===== config.mk =====
export PLATFORM = sky130hd
export DESIGN_NAME = bcl_top
export DESIGN_NICKNAME = d
export VERILOG_FILES = /design/src/core/bcl_pkg.sv /design/src/core/bcl_fifo.sv /design/src/core/bcl_ser.sv /design/src/core/bcl_top.sv
export VERILOG_INCLUDE_DIRS = /design/src /design/src/core
export SDC_FILE = /design/constraint.sdc
export NUM_CORES = 1
export LEC_CHECK = 0
export ABC_AREA = 1
export BUFFER_PORTS_ARGS = -buffer_cell sky130_fd_sc_hd__buf_4
export CAP_MARGIN = 25
export CORE_MARGIN = 1.5
export CORE_UTILIZATION = 60
export CTS_CLUSTER_DIAMETER = 200
export CTS_CLUSTER_SIZE = 30
export DETAILED_ROUTE_END_ITERATION = 8
export PLACE_DENSITY = 0.78
export SLEW_MARGIN = 20
export SYNTH_ARGS = -nofsm -noshare
export SYNTH_HDL_FRONTEND = slang
export SYNTH_SLANG_ARGS = --single-unit

===== constraint.sdc =====
create_clock -name ref_clk -period 7.3 [get_ports ref_clk]
set_input_delay 0.365 -clock ref_clk [delete_from_list [all_inputs] [get_ports ref_clk]]
set_output_delay 0.365 -clock ref_clk [all_outputs]
set_load 0.02 [all_outputs]

===== src/core/bcl_cfg.svh =====
// Constants of the board configuration loader: timing, widths, offsets.
// Assumes a 100 MHz ref_clk; included by the design files only.
`ifndef BCL_CFG_SVH
`define BCL_CFG_SVH

// Clock rates
`define BCL_CLK_HZ        100000000
`define BCL_CFG_HZ        12000000
// Serial configuration clock: whole period rounded up, split high/low
`define BCL_CFG_PER_CYC   ((`BCL_CLK_HZ + `BCL_CFG_HZ - 1) / `BCL_CFG_HZ)
`define BCL_CFG_HI_CYC    ((`BCL_CFG_PER_CYC + 1) / 2)
`define BCL_CFG_LO_CYC    (`BCL_CFG_PER_CYC / 2)

// Flash read access time, rounded up to cycles
`define BCL_FLASH_ACC_NS  100
`define BCL_FLASH_ACC_CYC ((`BCL_FLASH_ACC_NS * 100 + 999) / 1000)
// Extra cycles for the two-stage data synchroniser
`define BCL_SYNC_CYC      2

// Target configuration request pulse, rounded up to cycles
`define BCL_PULSE_NS      2000
`define BCL_PULSE_CYC     ((`BCL_PULSE_NS * 100 + 999) / 1000)
// Wait for the target status line after the pulse
`define BCL_STATUS_TO_NS  100000
// Wait for the done line once the image is out
`define BCL_DONE_NS       10000
`define BCL_DONE_CYC      ((`BCL_DONE_NS * 100 + 999) / 1000)

// Widths
`define BCL_FADDR_W       26
`define BCL_WCNT_W        24
`define BCL_TMR_W         16
`define BCL_WORD_W        16
`define BCL_FIFO_DEPTH    32

// Display register offsets on the shared bus
`define BCL_REG_DISP_CTRL 2'h0
`define BCL_REG_DISP_VAL  2'h1
`define BCL_REG_STATUS    2'h2
// Display control fields
`define BCL_DC_OVR_BIT    0
`define BCL_DC_PWR_BIT    1
// Reset values
`define BCL_DISP_CTRL_RST 2'h0
`define BCL_DISP_VAL_RST  16'h0000

`endif


===== src/core/bcl_pkg.sv =====
// Types of the board configuration loader.
// Assumes nothing of its surroundings.
package bcl_pkg;

	// Loader sequence, Gray codes along the usual path
	typedef enum logic [2:0] {
		BCL_IDLE  = 3'h0,
		BCL_PULSE = 3'h1,
		BCL_WSTAT = 3'h3,
		BCL_LOAD  = 3'h2,
		BCL_DWAIT = 3'h6,
		BCL_GOOD  = 3'h7,
		BCL_FAIL  = 3'h5
	} bcl_state_t;

	// Board settings switches, raw levels (on reads 0)
	typedef struct packed {
		logic loader_en;
		logic show_power;
		logic tgt_byp;
		logic pa_byp;
		logic pb_byp;
		logic ctrl_dis;
	} bcl_sw_t;

	// Status indicators, active high
	typedef struct packed {
		logic loading;
		logic error;
		logic factory;
		logic user;
		logic sram_act;
		logic flash_act;
	} bcl_led_t;

	// Scan chain steering
	typedef struct packed {
		logic tgt_in;
		logic pa_in;
		logic pb_in;
		logic ctrl_scan_en;
		logic cable_en;
	} bcl_chain_t;

	// Power display control
	typedef struct packed {
		logic        override;
		logic        show_power;
		logic [15:0] value;
	} bcl_disp_t;

endpackage : bcl_pkg


===== src/core/bcl_fifo.sv =====
// Word FIFO between the flash fetcher and the serializer.
// Assumes one clock; valid/ready on both sides.
`timescale 1ns/100ps
module bcl_fifo #(
	parameter int W = 16,
	parameter int D = 32
) (
	// Clock and reset
	input  wire logic         ref_clk,
	input  wire logic         nrst,
	input  wire logic         flush,
	// Fill side
	input  wire logic         in_valid,
	output logic              in_ready,
	input  wire logic [W-1:0] in_data,
	// Drain side
	output logic              out_valid,
	input  wire logic         out_ready,
	output logic      [W-1:0] out_data
);
	localparam int AW = $clog2(D);

	logic [W-1:0] mem [D];
	logic [AW-1:0] wp_r;
	logic [AW-1:0] rp_r;
	logic [AW:0]   cnt_r;
	logic          push;
	logic          pop;

	assign in_ready  = (cnt_r != (AW+1)'(D));
	assign out_valid = (cnt_r != '0);
	assign push      = in_valid && in_ready;
	assign pop       = out_valid && out_ready;
	assign out_data  = mem[rp_r];

	always_ff @(posedge ref_clk) begin
		if (push)
			mem[wp_r] <= in_data;
	end

	always_ff @(posedge ref_clk or negedge nrst) begin
		if (!nrst) begin
			wp_r  <= '0;
			rp_r  <= '0;
			cnt_r <= '0;
		end else if (flush) begin
			wp_r  <= '0;
			rp_r  <= '0;
			cnt_r <= '0;
		end else begin
			if (push)
				wp_r <= wp_r + 1'b1;
			if (pop)
				rp_r <= rp_r + 1'b1;
			cnt_r <= cnt_r + (AW+1)'(push) - (AW+1)'(pop);
		end
	end
endmodule : bcl_fifo


===== src/core/bcl_ser.sv =====
// Serializer: 16-bit words out as a passive serial stream with its clock.
// Assumes words from a valid/ready source on the same clock.
`timescale 1ns/100ps
`include "bcl_cfg.svh"
module bcl_ser (
	// Clock and reset
	input  wire logic        ref_clk,
	input  wire logic        nrst,
	input  wire logic        en,
	// Word input
	input  wire logic        in_valid,
	output logic             in_ready,
	input  wire logic [15:0] in_data,
	// Serial output
	output logic             busy,
	output logic             cfg_clk,
	output logic             cfg_dat
);
	localparam logic [3:0] HI = 4'(`BCL_CFG_HI_CYC - 1);
	localparam logic [3:0] LO = 4'(`BCL_CFG_LO_CYC - 1);

	logic [15:0] sh_r;
	logic [4:0]  bits_r;
	logic [3:0]  pc_r;
	logic        clk_r;
	logic        dat_r;
	logic        take;

	assign in_ready = en && (bits_r == '0) && !clk_r;
	assign take     = in_valid && in_ready;
	assign busy     = (bits_r != '0);
	assign cfg_clk  = clk_r;
	assign cfg_dat  = dat_r;

	always_ff @(posedge ref_clk or negedge nrst) begin
		if (!nrst) begin
			sh_r   <= '0;
			bits_r <= '0;
			pc_r   <= '0;
			clk_r  <= 1'b0;
			dat_r  <= 1'b0;
		end else if (!en) begin
			bits_r <= '0;
			pc_r   <= '0;
			clk_r  <= 1'b0;
		end else if (take) begin
			sh_r   <= in_data;
			dat_r  <= in_data[0];
			bits_r <= 5'h10;
			pc_r   <= LO;
		end else if (pc_r != '0) begin
			pc_r <= pc_r - 1'b1;
		end else if (clk_r) begin
			clk_r  <= 1'b0;
			bits_r <= bits_r - 1'b1;
			sh_r   <= {1'b0, sh_r[15:1]};
			dat_r  <= sh_r[1];
			pc_r   <= LO;
		end else if (bits_r != '0) begin
			clk_r <= 1'b1;
			pc_r  <= HI;
		end
	end

	logic in_bit0;
	assign in_bit0 = in_data[0];
endmodule : bcl_ser


===== src/core/bcl_top.sv =====
// Board configuration loader: flash to passive serial, indicators, switches.
// Assumes raw board pins outside ref_clk's domain; a 100 MHz ref_clk.
`timescale 1ns/100ps
`include "bcl_cfg.svh"

// What this block does
// - Load at power-up, reconfigure or factory button
// - Fetch flash as 16-bit words, serialize
// - Drive serial clock and data at no more than 12 MHz (9-cycle period)
// - Eight images from rotary switch, first eight
// - Each position maps to distinct flash offset
// - Loader runs only while enable switch reads 1
// - Switch on reads 0, off reads 1
// - Loading indicator while configuring the target
// - Error indicator when configuration fails
// - Factory indicator after factory image loaded
// - User indicator after other image loaded
// - SRAM activity indicator during SRAM access
// - Flash activity indicator during flash access
// - Display quantity switch: 0 voltage, 1 power
// - Display also controllable by target registers
// - Target bypass switch 1 puts target in chain
// - Port A in chain when 1 and installed
// - Port B in chain when 1 and installed
// - Controller enable 1 disables scan and cable
// - Factory button loads image at flash base
// - Reconfigure and system buttons reset controller
module bcl_top #(
	parameter logic [23:0] IMG_WORDS  = 24'h000400,
	parameter logic [25:0] IMG_STRIDE = 26'h0400000,
	parameter logic [15:0] STATUS_TO  = 16'(`BCL_STATUS_TO_NS * 100 / 1000)
) (
	// Clock and reset
	input  wire logic                    ref_clk,
	input  wire logic                    nrst,
	// Push buttons, raw, active low
	input  wire logic                    btn_reconf_n,
	input  wire logic                    btn_factory_n,
	input  wire logic                    btn_sysrst_n,
	// Switches, raw
	input  wire bcl_pkg::bcl_sw_t        sw_pins,
	input  wire logic [3:0]              img_sel_pins,
	input  wire logic                    pa_present_n,
	input  wire logic                    pb_present_n,
	// Shared flash bus
	input  wire logic [15:0]             bus_d_i,
	output logic [25:0]                  flash_addr_o,
	output logic                         flash_ce_n_o,
	output logic                         flash_oe_n_o,
	output logic                         flash_bus_oe_n,
	input  wire logic                    tgt_flash_ce_n,
	input  wire logic                    sram_ce_n,
	// Target configuration port
	output logic                         serial_cfg_clock,
	output logic                         serial_cfg_data,
	output logic                         tgt_config_n,
	input  wire logic                    tgt_status_n,
	input  wire logic                    tgt_conf_done,
	// Display registers on the shared bus
	input  wire logic                    reg_cs_n,
	input  wire logic                    reg_we_n,
	input  wire logic                    reg_oe_n,
	input  wire logic [1:0]              reg_addr,
	output logic [15:0]                  reg_rd_data,
	output logic                         reg_rd_oe_n,
	// Indicators, chain steering, display
	output bcl_pkg::bcl_led_t            leds,
	output bcl_pkg::bcl_chain_t          chain,
	output bcl_pkg::bcl_disp_t           disp
);
	import bcl_pkg::*;

	localparam int          PW       = 40;
	localparam logic [15:0] PULSE_C  = 16'(`BCL_PULSE_CYC - 1);
	localparam logic [15:0] DONE_C   = 16'(`BCL_DONE_CYC - 1);
	localparam logic [4:0]  FETCH_C  = 5'(`BCL_FLASH_ACC_CYC + `BCL_SYNC_CYC);

	////////////////////////////////////////////////////////////////////////////
	// Input synchronisers

	logic [PW-1:0] pin_v;
	logic [PW-1:0] s1_r;
	logic [PW-1:0] s2_r;

	assign pin_v = {btn_reconf_n, btn_factory_n, btn_sysrst_n, sw_pins,
		img_sel_pins, pa_present_n, pb_present_n, bus_d_i, tgt_flash_ce_n,
		sram_ce_n, tgt_status_n, tgt_conf_done, reg_cs_n, reg_we_n, reg_oe_n,
		reg_addr};

	always_ff @(posedge ref_clk or negedge nrst) begin
		if (!nrst) begin
			s1_r <= '1;
			s2_r <= '1;
		end else begin
			s1_r <= pin_v;
			s2_r <= s1_r;
		end
	end

	logic        reconf_n_s;
	logic        factory_n_s;
	logic        sysrst_n_s;
	bcl_sw_t     sw_s;
	logic [3:0]  sel_s;
	logic        pa_pres_n_s;
	logic        pb_pres_n_s;
	logic [15:0] d_s;
	logic        tfce_n_s;
	logic        sram_n_s;
	logic        status_n_s;
	logic        done_s;
	logic        cs_n_s;
	logic        we_n_s;
	logic        oe_n_s;
	logic [1:0]  addr_s;

	// Switch levels are used as read: on is 0, off is 1
	assign {reconf_n_s, factory_n_s, sysrst_n_s, sw_s, sel_s, pa_pres_n_s,
		pb_pres_n_s, d_s, tfce_n_s, sram_n_s, status_n_s, done_s, cs_n_s,
		we_n_s, oe_n_s, addr_s} = s2_r;

	////////////////////////////////////////////////////////////////////////////
	// Start requests

	logic       ctl_rst;
	logic       fac_prev_r;
	logic       start_pend_r;
	logic       fac_req_r;
	logic       go;
	logic       go_fac;
	bcl_state_t state_r;
	logic       rest;
	logic [1:0] warm_r;

	assign ctl_rst = !reconf_n_s || !sysrst_n_s;
	assign rest    = (state_r == BCL_IDLE) || (state_r == BCL_GOOD)
		|| (state_r == BCL_FAIL);
	assign go      = rest && sw_s.loader_en && !ctl_rst
		&& warm_r[1] && (start_pend_r || fac_req_r);
	assign go_fac  = fac_req_r;

	// Hold starts until the synchronisers carry real pin levels
	always_ff @(posedge ref_clk or negedge nrst) begin
		if (!nrst)
			warm_r <= 2'h0;
		else
			warm_r <= {warm_r[0], 1'b1};
	end

	always_ff @(posedge ref_clk or negedge nrst) begin
		if (!nrst) begin
			start_pend_r <= 1'b1;
			fac_req_r    <= 1'b0;
			fac_prev_r   <= 1'b1;
		end else begin
			fac_prev_r <= factory_n_s;
			if (ctl_rst) begin
				start_pend_r <= 1'b1;
				fac_req_r    <= 1'b0;
			end else if (go) begin
				start_pend_r <= 1'b0;
				fac_req_r    <= 1'b0;
			end else if (fac_prev_r && !factory_n_s) begin
				fac_req_r <= 1'b1;
			end
		end
	end

	////////////////////////////////////////////////////////////////////////////
	// Loader sequence

	logic [15:0] tmr_r;
	logic [23:0] left_r;
	logic [25:0] faddr_r;
	logic        fac_img_r;
	logic        all_out;
	logic        f_busy_r;
	logic [4:0]  f_cnt_r;
	logic        fifo_in_valid;
	logic        fifo_in_ready;
	logic        fifo_out_valid;
	logic        fifo_out_ready;
	logic [15:0] fifo_out_data;
	logic        ser_busy;
	logic        ser_en;
	logic        push_done;

	assign ser_en  = (state_r == BCL_LOAD);
	assign all_out = (left_r == '0) && !f_busy_r && !fifo_out_valid
		&& !ser_busy;

	always_ff @(posedge ref_clk or negedge nrst) begin
		if (!nrst) begin
			state_r   <= BCL_IDLE;
			tmr_r     <= '0;
			fac_img_r <= 1'b0;
		end else if (ctl_rst || (!rest && !sw_s.loader_en)) begin
			state_r <= BCL_IDLE;
		end else begin
			unique case (state_r)
				BCL_IDLE, BCL_GOOD, BCL_FAIL: begin
					if (go) begin
						fac_img_r <= go_fac;
						tmr_r     <= PULSE_C;
						if (!go_fac && sel_s[3])
							state_r <= BCL_FAIL;
						else
							state_r <= BCL_PULSE;
					end
				end
				BCL_PULSE: begin
					if (tmr_r == '0) begin
						tmr_r   <= STATUS_TO;
						state_r <= BCL_WSTAT;
					end else
						tmr_r <= tmr_r - 1'b1;
				end
				BCL_WSTAT: begin
					if (status_n_s)
						state_r <= BCL_LOAD;
					else if (tmr_r == '0)
						state_r <= BCL_FAIL;
					else
						tmr_r <= tmr_r - 1'b1;
				end
				BCL_LOAD: begin
					tmr_r <= DONE_C;
					if (!status_n_s)
						state_r <= BCL_FAIL;
					else if (all_out)
						state_r <= BCL_DWAIT;
				end
				BCL_DWAIT: begin
					if (done_s)
						state_r <= BCL_GOOD;
					else if (tmr_r == '0)
						state_r <= BCL_FAIL;
					else
						tmr_r <= tmr_r - 1'b1;
				end
				default: state_r <= BCL_IDLE;
			endcase
		end
	end

	////////////////////////////////////////////////////////////////////////////
	// Flash fetcher

	assign fifo_in_valid = f_busy_r && (f_cnt_r == '0);
	assign push_done     = fifo_in_valid && fifo_in_ready;

	always_ff @(posedge ref_clk or negedge nrst) begin
		if (!nrst) begin
			faddr_r  <= '0;
			left_r   <= '0;
			f_busy_r <= 1'b0;
			f_cnt_r  <= '0;
		end else if (go) begin
			faddr_r  <= go_fac ? '0
				: 26'({23'h0, sel_s[2:0]} * IMG_STRIDE);
			left_r   <= IMG_WORDS;
			f_busy_r <= 1'b0;
		end else if (state_r != BCL_LOAD) begin
			f_busy_r <= 1'b0;
		end else if (!f_busy_r && left_r != '0 && fifo_in_ready) begin
			f_busy_r <= 1'b1;
			f_cnt_r  <= FETCH_C;
		end else if (push_done) begin
			f_busy_r <= 1'b0;
			faddr_r  <= faddr_r + 1'b1;
			left_r   <= left_r - 1'b1;
		end else if (f_busy_r && f_cnt_r != '0) begin
			f_cnt_r <= f_cnt_r - 1'b1;
		end
	end

	bcl_fifo #(
		.W (`BCL_WORD_W),
		.D (`BCL_FIFO_DEPTH)
	) u_fifo (
		.ref_clk   (ref_clk),
		.nrst      (nrst),
		.flush     (go),
		.in_valid  (fifo_in_valid),
		.in_ready  (fifo_in_ready),
		.in_data   (d_s),
		.out_valid (fifo_out_valid),
		.out_ready (fifo_out_ready),
		.out_data  (fifo_out_data)
	);

	bcl_ser u_ser (
		.ref_clk  (ref_clk),
		.nrst     (nrst),
		.en       (ser_en),
		.in_valid (fifo_out_valid),
		.in_ready (fifo_out_ready),
		.in_data  (fifo_out_data),
		.busy     (ser_busy),
		.cfg_clk  (serial_cfg_clock),
		.cfg_dat  (serial_cfg_data)
	);

	////////////////////////////////////////////////////////////////////////////
	// Pin and indicator registers

	logic [1:0]  dctl_r;
	logic [15:0] dval_r;
	logic        we_prev_r;

	always_ff @(posedge ref_clk or negedge nrst) begin
		if (!nrst) begin
			flash_addr_o   <= '0;
			flash_ce_n_o   <= 1'b1;
			flash_oe_n_o   <= 1'b1;
			flash_bus_oe_n <= 1'b1;
			tgt_config_n   <= 1'b1;
			leds           <= '0;
			chain          <= '0;
			disp           <= '0;
		end else begin
			flash_addr_o   <= faddr_r;
			flash_ce_n_o   <= !f_busy_r;
			flash_oe_n_o   <= !f_busy_r;
			flash_bus_oe_n <= !ser_en;
			tgt_config_n   <= (state_r != BCL_PULSE);
			leds.loading   <= !rest;
			leds.error     <= (state_r == BCL_FAIL);
			leds.factory   <= (state_r == BCL_GOOD) && fac_img_r;
			leds.user      <= (state_r == BCL_GOOD) && !fac_img_r;
			leds.sram_act  <= !sram_n_s;
			leds.flash_act <= f_busy_r || !tfce_n_s;
			chain.tgt_in   <= sw_s.tgt_byp;
			chain.pa_in    <= sw_s.pa_byp && !pa_pres_n_s;
			chain.pb_in    <= sw_s.pb_byp && !pb_pres_n_s;
			chain.ctrl_scan_en <= !sw_s.ctrl_dis;
			chain.cable_en     <= !sw_s.ctrl_dis;
			disp.override   <= dctl_r[`BCL_DC_OVR_BIT];
			disp.show_power <= dctl_r[`BCL_DC_OVR_BIT]
				? dctl_r[`BCL_DC_PWR_BIT] : sw_s.show_power;
			disp.value      <= dval_r;
		end
	end

	////////////////////////////////////////////////////////////////////////////
	// Display registers on the shared bus

	always_ff @(posedge ref_clk or negedge nrst) begin
		if (!nrst) begin
			we_prev_r <= 1'b1;
			dctl_r    <= `BCL_DISP_CTRL_RST;
			dval_r    <= `BCL_DISP_VAL_RST;
		end else begin
			we_prev_r <= we_n_s;
			if (!cs_n_s && !we_prev_r && we_n_s && !ser_en) begin
				if (addr_s == `BCL_REG_DISP_CTRL)
					dctl_r <= d_s[1:0];
				else if (addr_s == `BCL_REG_DISP_VAL)
					dval_r <= d_s;
			end
		end
	end

	always_ff @(posedge ref_clk or negedge nrst) begin
		if (!nrst) begin
			reg_rd_data <= '0;
			reg_rd_oe_n <= 1'b1;
		end else begin
			reg_rd_oe_n <= !(!cs_n_s && !oe_n_s && !ser_en);
			unique case (addr_s)
				`BCL_REG_DISP_CTRL: reg_rd_data <= {14'h0, dctl_r};
				`BCL_REG_DISP_VAL:  reg_rd_data <= dval_r;
				`BCL_REG_STATUS:    reg_rd_data <= {10'h0, leds};
				default:            reg_rd_data <= '0;
			endcase
		end
	end
endmodule : bcl_top


-- Word-level counts from Yosys, hierarchy flattened
Memories as Yosys holds them, arrays and structs flattened.
Index checks and enable logic that the tools add are counted.
- add/sub/neg operators: 10
- eq/ne operators: 26
- muxes and demuxes: 66
- bitwise gates (word level): 4
- reductions and logical operators: 85
- operators by type and width (cell ; number):
    $mux W16 ; 8
    $mux W26 ; 4
    $mux W24 ; 4
    $pmux W16 S5 ; 1
    $mux W5 ; 11
    $pmux W16 S3 ; 1
    $logic_and A1 B1 Y1 ; 27
    $mux W3 ; 9
    $add A26 B1 Y26 const B ; 1
    $mux W25 ; 1
    $logic_not A24 Y1 ; 1
    $reduce_bool A24 Y1 ; 1
    $sub A24 B1 Y24 const B ; 1
    $logic_not A1 Y1 ; 22
    $mux W1 ; 20
    $mux W4 ; 5
    $ne A2 B2 Y1 const B ; 9
    $logic_not A16 Y1 ; 1
    $sub A16 B1 Y16 const B ; 1
    $pmux W3 S5 ; 1
    $reduce_and A3 Y1 ; 5
    $reduce_bool A5 Y1 ; 3
    $ne A3 B3 Y1 const B ; 4
    $add A5 B1 Y5 const B ; 2
    other kinds (28) ; 48
- flip-flop bits (word level): 297
- bits in writable memories: 512
- output and inout port bits: 78
- word-level logic and storage cells: 235
- memories: 1
- memories (memory ; depth ; width ; rd ports ; clocked after memory_dff ; write ports ; RTL line ; RTL):
    u_fifo.mem ; 32 ; 16 ; 1 ; 0 ; 1 ; bcl_fifo.sv:23 ; logic [W-1:0] mem [D];

-- Logic depth before layout (Yosys ltp)
- depth in word-level cells: 10
- gate-level depth with buffers: 17
- gate-level depth less buffers: 16

-- Cells and area by module
Synthesis repeated with hierarchy kept, for this count alone.
- cell total of the unflattened synthesis: 3374
- area, all modules: 34306.7 um2
- modules (own cells, without submodules) (module ; instances ; cells an instance ; area an instance (um2) ; sequential area each (um2)):
    bcl_fifo ; 1 ; 2130 ; 22658.0 ; 15775.1
    bcl_top ; 1 ; 1045 ; 10157.2 ; 6465.0
    bcl_ser ; 1 ; 199 ; 1491.4 ; 650.6

-- Least setup slack after synthesis
Ideal clock, no wire load.
- path kind: register to register
- start point: register u_fifo.cnt_r[2]
- end point: memory u_fifo.mem[31][0], enable pin
- setup time: 0.412 ns
- arrival time: 2.472 ns
- data required time: 6.888 ns
- slack: 4.416 ns
- stages on the path, launching flop included: 8
- buffers on the path: 0
- period minus slack after synthesis: 2.884 ns
- cell sequence: dfrtp_1 -> inv_1 -> ha_1 -> nand4_1 -> nand2_1 -> nor2_2 -> nand3_1 -> nor3_1
- word-level cells in the longest chain between the ends: 4
- RTL lines (item ; RTL line ; RTL):
    from (decl) ; bcl_fifo.sv:26 ; logic [AW:0] cnt_r;
    from (signal assigned) ; bcl_fifo.sv:55 ; cnt_r <= cnt_r + (AW+1)'(push) - (AW+1)'(pop);
    $ne A6 B6 Y1 ; bcl_fifo.sv:30 ; assign in_ready = (cnt_r != (AW+1)'(D));
    $logic_and A1 B1 Y1 ; bcl_fifo.sv:32 ; assign push = in_valid && in_ready;
    $mux W1 ; bcl_fifo.sv:37 ; if (push)
    $mux W1 (implied by the code) ; bcl_fifo.sv:38 ; mem[wp_r] <= in_data;
    to (decl) ; bcl_fifo.sv:23 ;
Every way passes these cells.

-- Worst setup path in the final report
- start point: register state_r[1]
- end point: register u_fifo.cnt_r[4]
- word-level cells in the longest chain between the ends: 8
- elaborated cells between the ends (all ways): 15
- classes of those cells: 1 x add/sub; 3 x eq/ne; 1 x mux; 10 x reduce/logical
- RTL lines (item ; RTL line ; RTL):
    from (decl) ; bcl_top.sv:131 ; bcl_state_t state_r;
    from (signal assigned) ; bcl_top.sv:194 ; state_r <= BCL_IDLE;
    from (signal assigned) ; bcl_top.sv:198 ; state_r <= BCL_IDLE;
    from (signal assigned) ; bcl_top.sv:206 ; state_r <= BCL_FAIL;
    parallel branches: the longest is 7 deep, another holds $sub A6 B1 Y6 ; n/a ;
    $mux W6 (*) ; bcl_fifo.sv:46 ; end else if (flush) begin
Every way passes the cells marked *.
A chain may end at the register's enable or synchronous reset.

==> metrics <==
Detail Placement HPWL around 47 mm; status complete, no violations; Initial DRC Count 2,476; post-route ant nets 0; Layout Cells excl Fill between 3,000 and 4,000; DR vias ~23,000; Reg clk slew, reported paths about 120 ps; endpoints failing setup 0; row cnt 85; Routed WL per cell 19.8 um; antenna violations before repair 1; Startpoint Class flip-flop; Initial Util between 60% and 70%; fmax 267 MHz; Hold Crit Depth 2; library cells used by synthesis 49; largest fanout on the critical path 28; die area approximately 56,000 um^2; R2R depth 14; register area share after synthesis 69.4%; total global-route track usage 27.8%; Worst setup EP type flip-flop; Fillers between 3,000 and 4,000; Routed WL between 70 and 80 mm; top-area cell type share of the netlist area a little under half; Num CTS Buffers 30; antenna diode count 0; Hold Path End s1_r[23]; Worst-Skew Late Latency roughly 650 ps; # port buffers between 100 and 150; Syn Area/Cell 10.5 um^2; critical path cell sequence inv_1 > nor2_2 > nand2_2 > nor2_4 > nand3_4 > clkinv_1 > nand2_1 > o21ai_0 > ha_1 > fa_1 > a21oi_1 > o21ba_2 > xor2_1 > nor2_1; reg2reg setup slack between 3000 and 4000 ps; die width around 240 um; CTS tree built; Crit-path slowest cell clkinv_1; fin. max-slew vios 0; clk sinks 808; setup_tns 0 ps; Die H 237 um; RSZ-0062 raised after global routing false; Placer Congestion between 0.9 and 1; Final Cycle Share between 50% and 60%; first-pass GRT wire length approximately 120 mm; fin nets 3,298; Synth area leader edfxtp_1; worst slew pin tran approximately 1100 ps; slew margin rel. 27.2%; Hold Crit Start bus_d_i[14]; Tightest Hold Check Type input port to flip-flop; Core Box Area between 50,000 and 60,000 um^2; max incr delay on CP ~630 ps; Setup Skew between 15 and 20 ps; share of cells above drive strength 1 between 10% and 20%; maxcap violations 0; maximum buffer depth of the clock tree 3; peak supply drop between 0.2 and 0.25 mV; # H-tree levels 1; Mapped Area 33,000 um^2; router iterations before antenna repair 6; most common cell after layout, fill and taps aside nand2_1; FF-to-FF Start state_r[1]; leakage power roughly 15 nW; vias per std cell 5.80; Synth Instances 3,131; Syn Nets ~3,200; Final Hold Vio Count 0; worst setup path class flip-flop to flip-flop; Top-Level Pins 120; CP arrival 4270 ps; post-CTS setup buffer count 0; most frequent cells in the layout nand2_1, edfxtp_1, nor2_1; drt drc 0; placed insts between 3,000 and 4,000; Synth area leaders edfxtp_1, dfrtp_1, nand2_1; Ys Warns 0; vias in the first global route 22,406; Remaining Overflow, GRT 0; pwr/cell area 219 nW/um^2; pin count of the biggest net entering global routing about 130; fin crit period 3750 ps; Yosys reg bits about 800; CTS Root Cell clkbuf_16; synthesis-to-finish area growth 8.93%; RR Endpoint u_fifo.cnt_r[4]; required time worst endpoint 7820 ps
==> how the worst max path moves through the flow <==
stage / startpoint / to / slack [ps]
global route: state_r[1] / u_fifo.cnt_r[4] / 3270
detailed placement: u_fifo.cnt_r[2] / u_fifo.cnt_r[4] / 3670
CTS: u_fifo.cnt_r[2] / u_fifo.cnt_r[4] / 3620
global placement: state_r[1] / u_fifo.cnt_r[4] / 3770
floorplan: u_fifo.cnt_r[2] / u_fifo.mem[31][0] / 4420
finish: state_r[1] / u_fifo.cnt_r[4] / 3550
==> timing repair <==
action	in CTS	in global routing
setup endpoints to repair	0	0
resized for setup	0	0
hold endpoints to repair	134	0
hold buffers	41	0
==> cell families (layout without fill, tap and decap cells) <==
group                    Yosys count  in the layout  synth area share (%)
buffers and inverters            341            466                  4.17
adder cells (fa/ha/maj)           24             24                 0.933
flip-flops                       808            808                  69.4
AND/OR/NAND/NOR                 1702           1702                  21.1
AO/OA/AOI/OAI                    223            223                  3.51
XOR/XNOR                          27             27                 0.717
other                              1              1                0.0114
multiplexers                       5              5                 0.167
==> where the power goes <==
group | total, mW | leakage, nW | internal, mW | switching, mW
clock | 2.12 | 0.412 | 0.805 | 1.31
sequential | 5.13 | 8.29 | 5.01 | 0.127
combinational | 0.611 | 6.08 | 0.224 | 0.386
total | 7.86 | 14.8 | 6.04 | 1.83
==> synthesized netlist by cell type (all sizes together) <==
cell and count:
fa 1, nor3 27, dfstp 87, and2b 1, o221ai 1, a22o 4, o21ai 110, nor4 2
o31ai 2, a211oi 1, o21ba 1, ha 23, edfxtp 512, o211ai 1, xnor2 9, mux2 4
a21o 1, nand4 22, mux2i 1, nor2 465, nor3b 4, and2 1, nand2 879, o22ai 2
or2 1, clkinv 6, nand3 295, a21oi 100, nand3b 4, buf 65, inv 204, and3 1
conb 1, dfrtp 209, xor2 18, clkbuf 66
==> layer usage <==
metal | up-vias | track usage, % | wire [um]
met5 | - | 0 | 0
met4 | 0 | 8.22 | 2260
met3 | 144 | 3.01 | 7300
met2 | 1139 | 46.5 | 38200
met1 | 11151 | 39.0 | 30700
li1 | 10485 | - | -
==> layout make-up <==
class / instances / area [um^2] / share of cell area [%]
clock inverter: 1 / 16.3 / 0.0453
clock buffer: 55 / 855 / 2.38
timing repair buffer: 200 / 1700 / 4.73
multi-input combinational: 1982 / 8800 / 24.5
inverter: 210 / 796 / 2.21
sequential: 808 / 22900 / 63.7
tap: 696 / 871 / 2.42
==> per-stage QoR <==
| step | hold slack, ps | utilization, % | setup WS [ps] | total power, mW | cell area, um^2 |
|---|---|---|---|---|---|
| floorplan | 69.4 | - | 4420 | 5.53 | 33000 |
| global placement | 331 | 63.9 | 3770 | 5.77 | 34500 |
| detailed placement | 347 | 63.9 | 3670 | 5.81 | 34500 |
| CTS | 340 | 66.3 | 3620 | 7.87 | 35800 |
| global route | 351 | 66.5 | 3270 | 8.12 | 35900 |
| finish | 356 | 66.5 | 3550 | 7.86 | 35900 |
==> critical path: cells and delay by family, from the launching register on <==
family,cells,cell delay (ps)
flip-flops,1,470
adder cells (fa/ha/maj),2,650
buffers and inverters,2,730
XOR/XNOR,1,160
AO/OA/AOI/OAI,3,500
AND/OR/NAND/NOR,6,1110
==> sequential cells by signal (all words and copies together), names as in the netlist, 18 cells and up <==
signal and cells:
flash_addr_o 26, s2_r 40, u_fifo.mem 512, left_r 24
disp 18, s1_r 40, faddr_r 26
No activity file was read; power rests on OpenSTA's default activity.
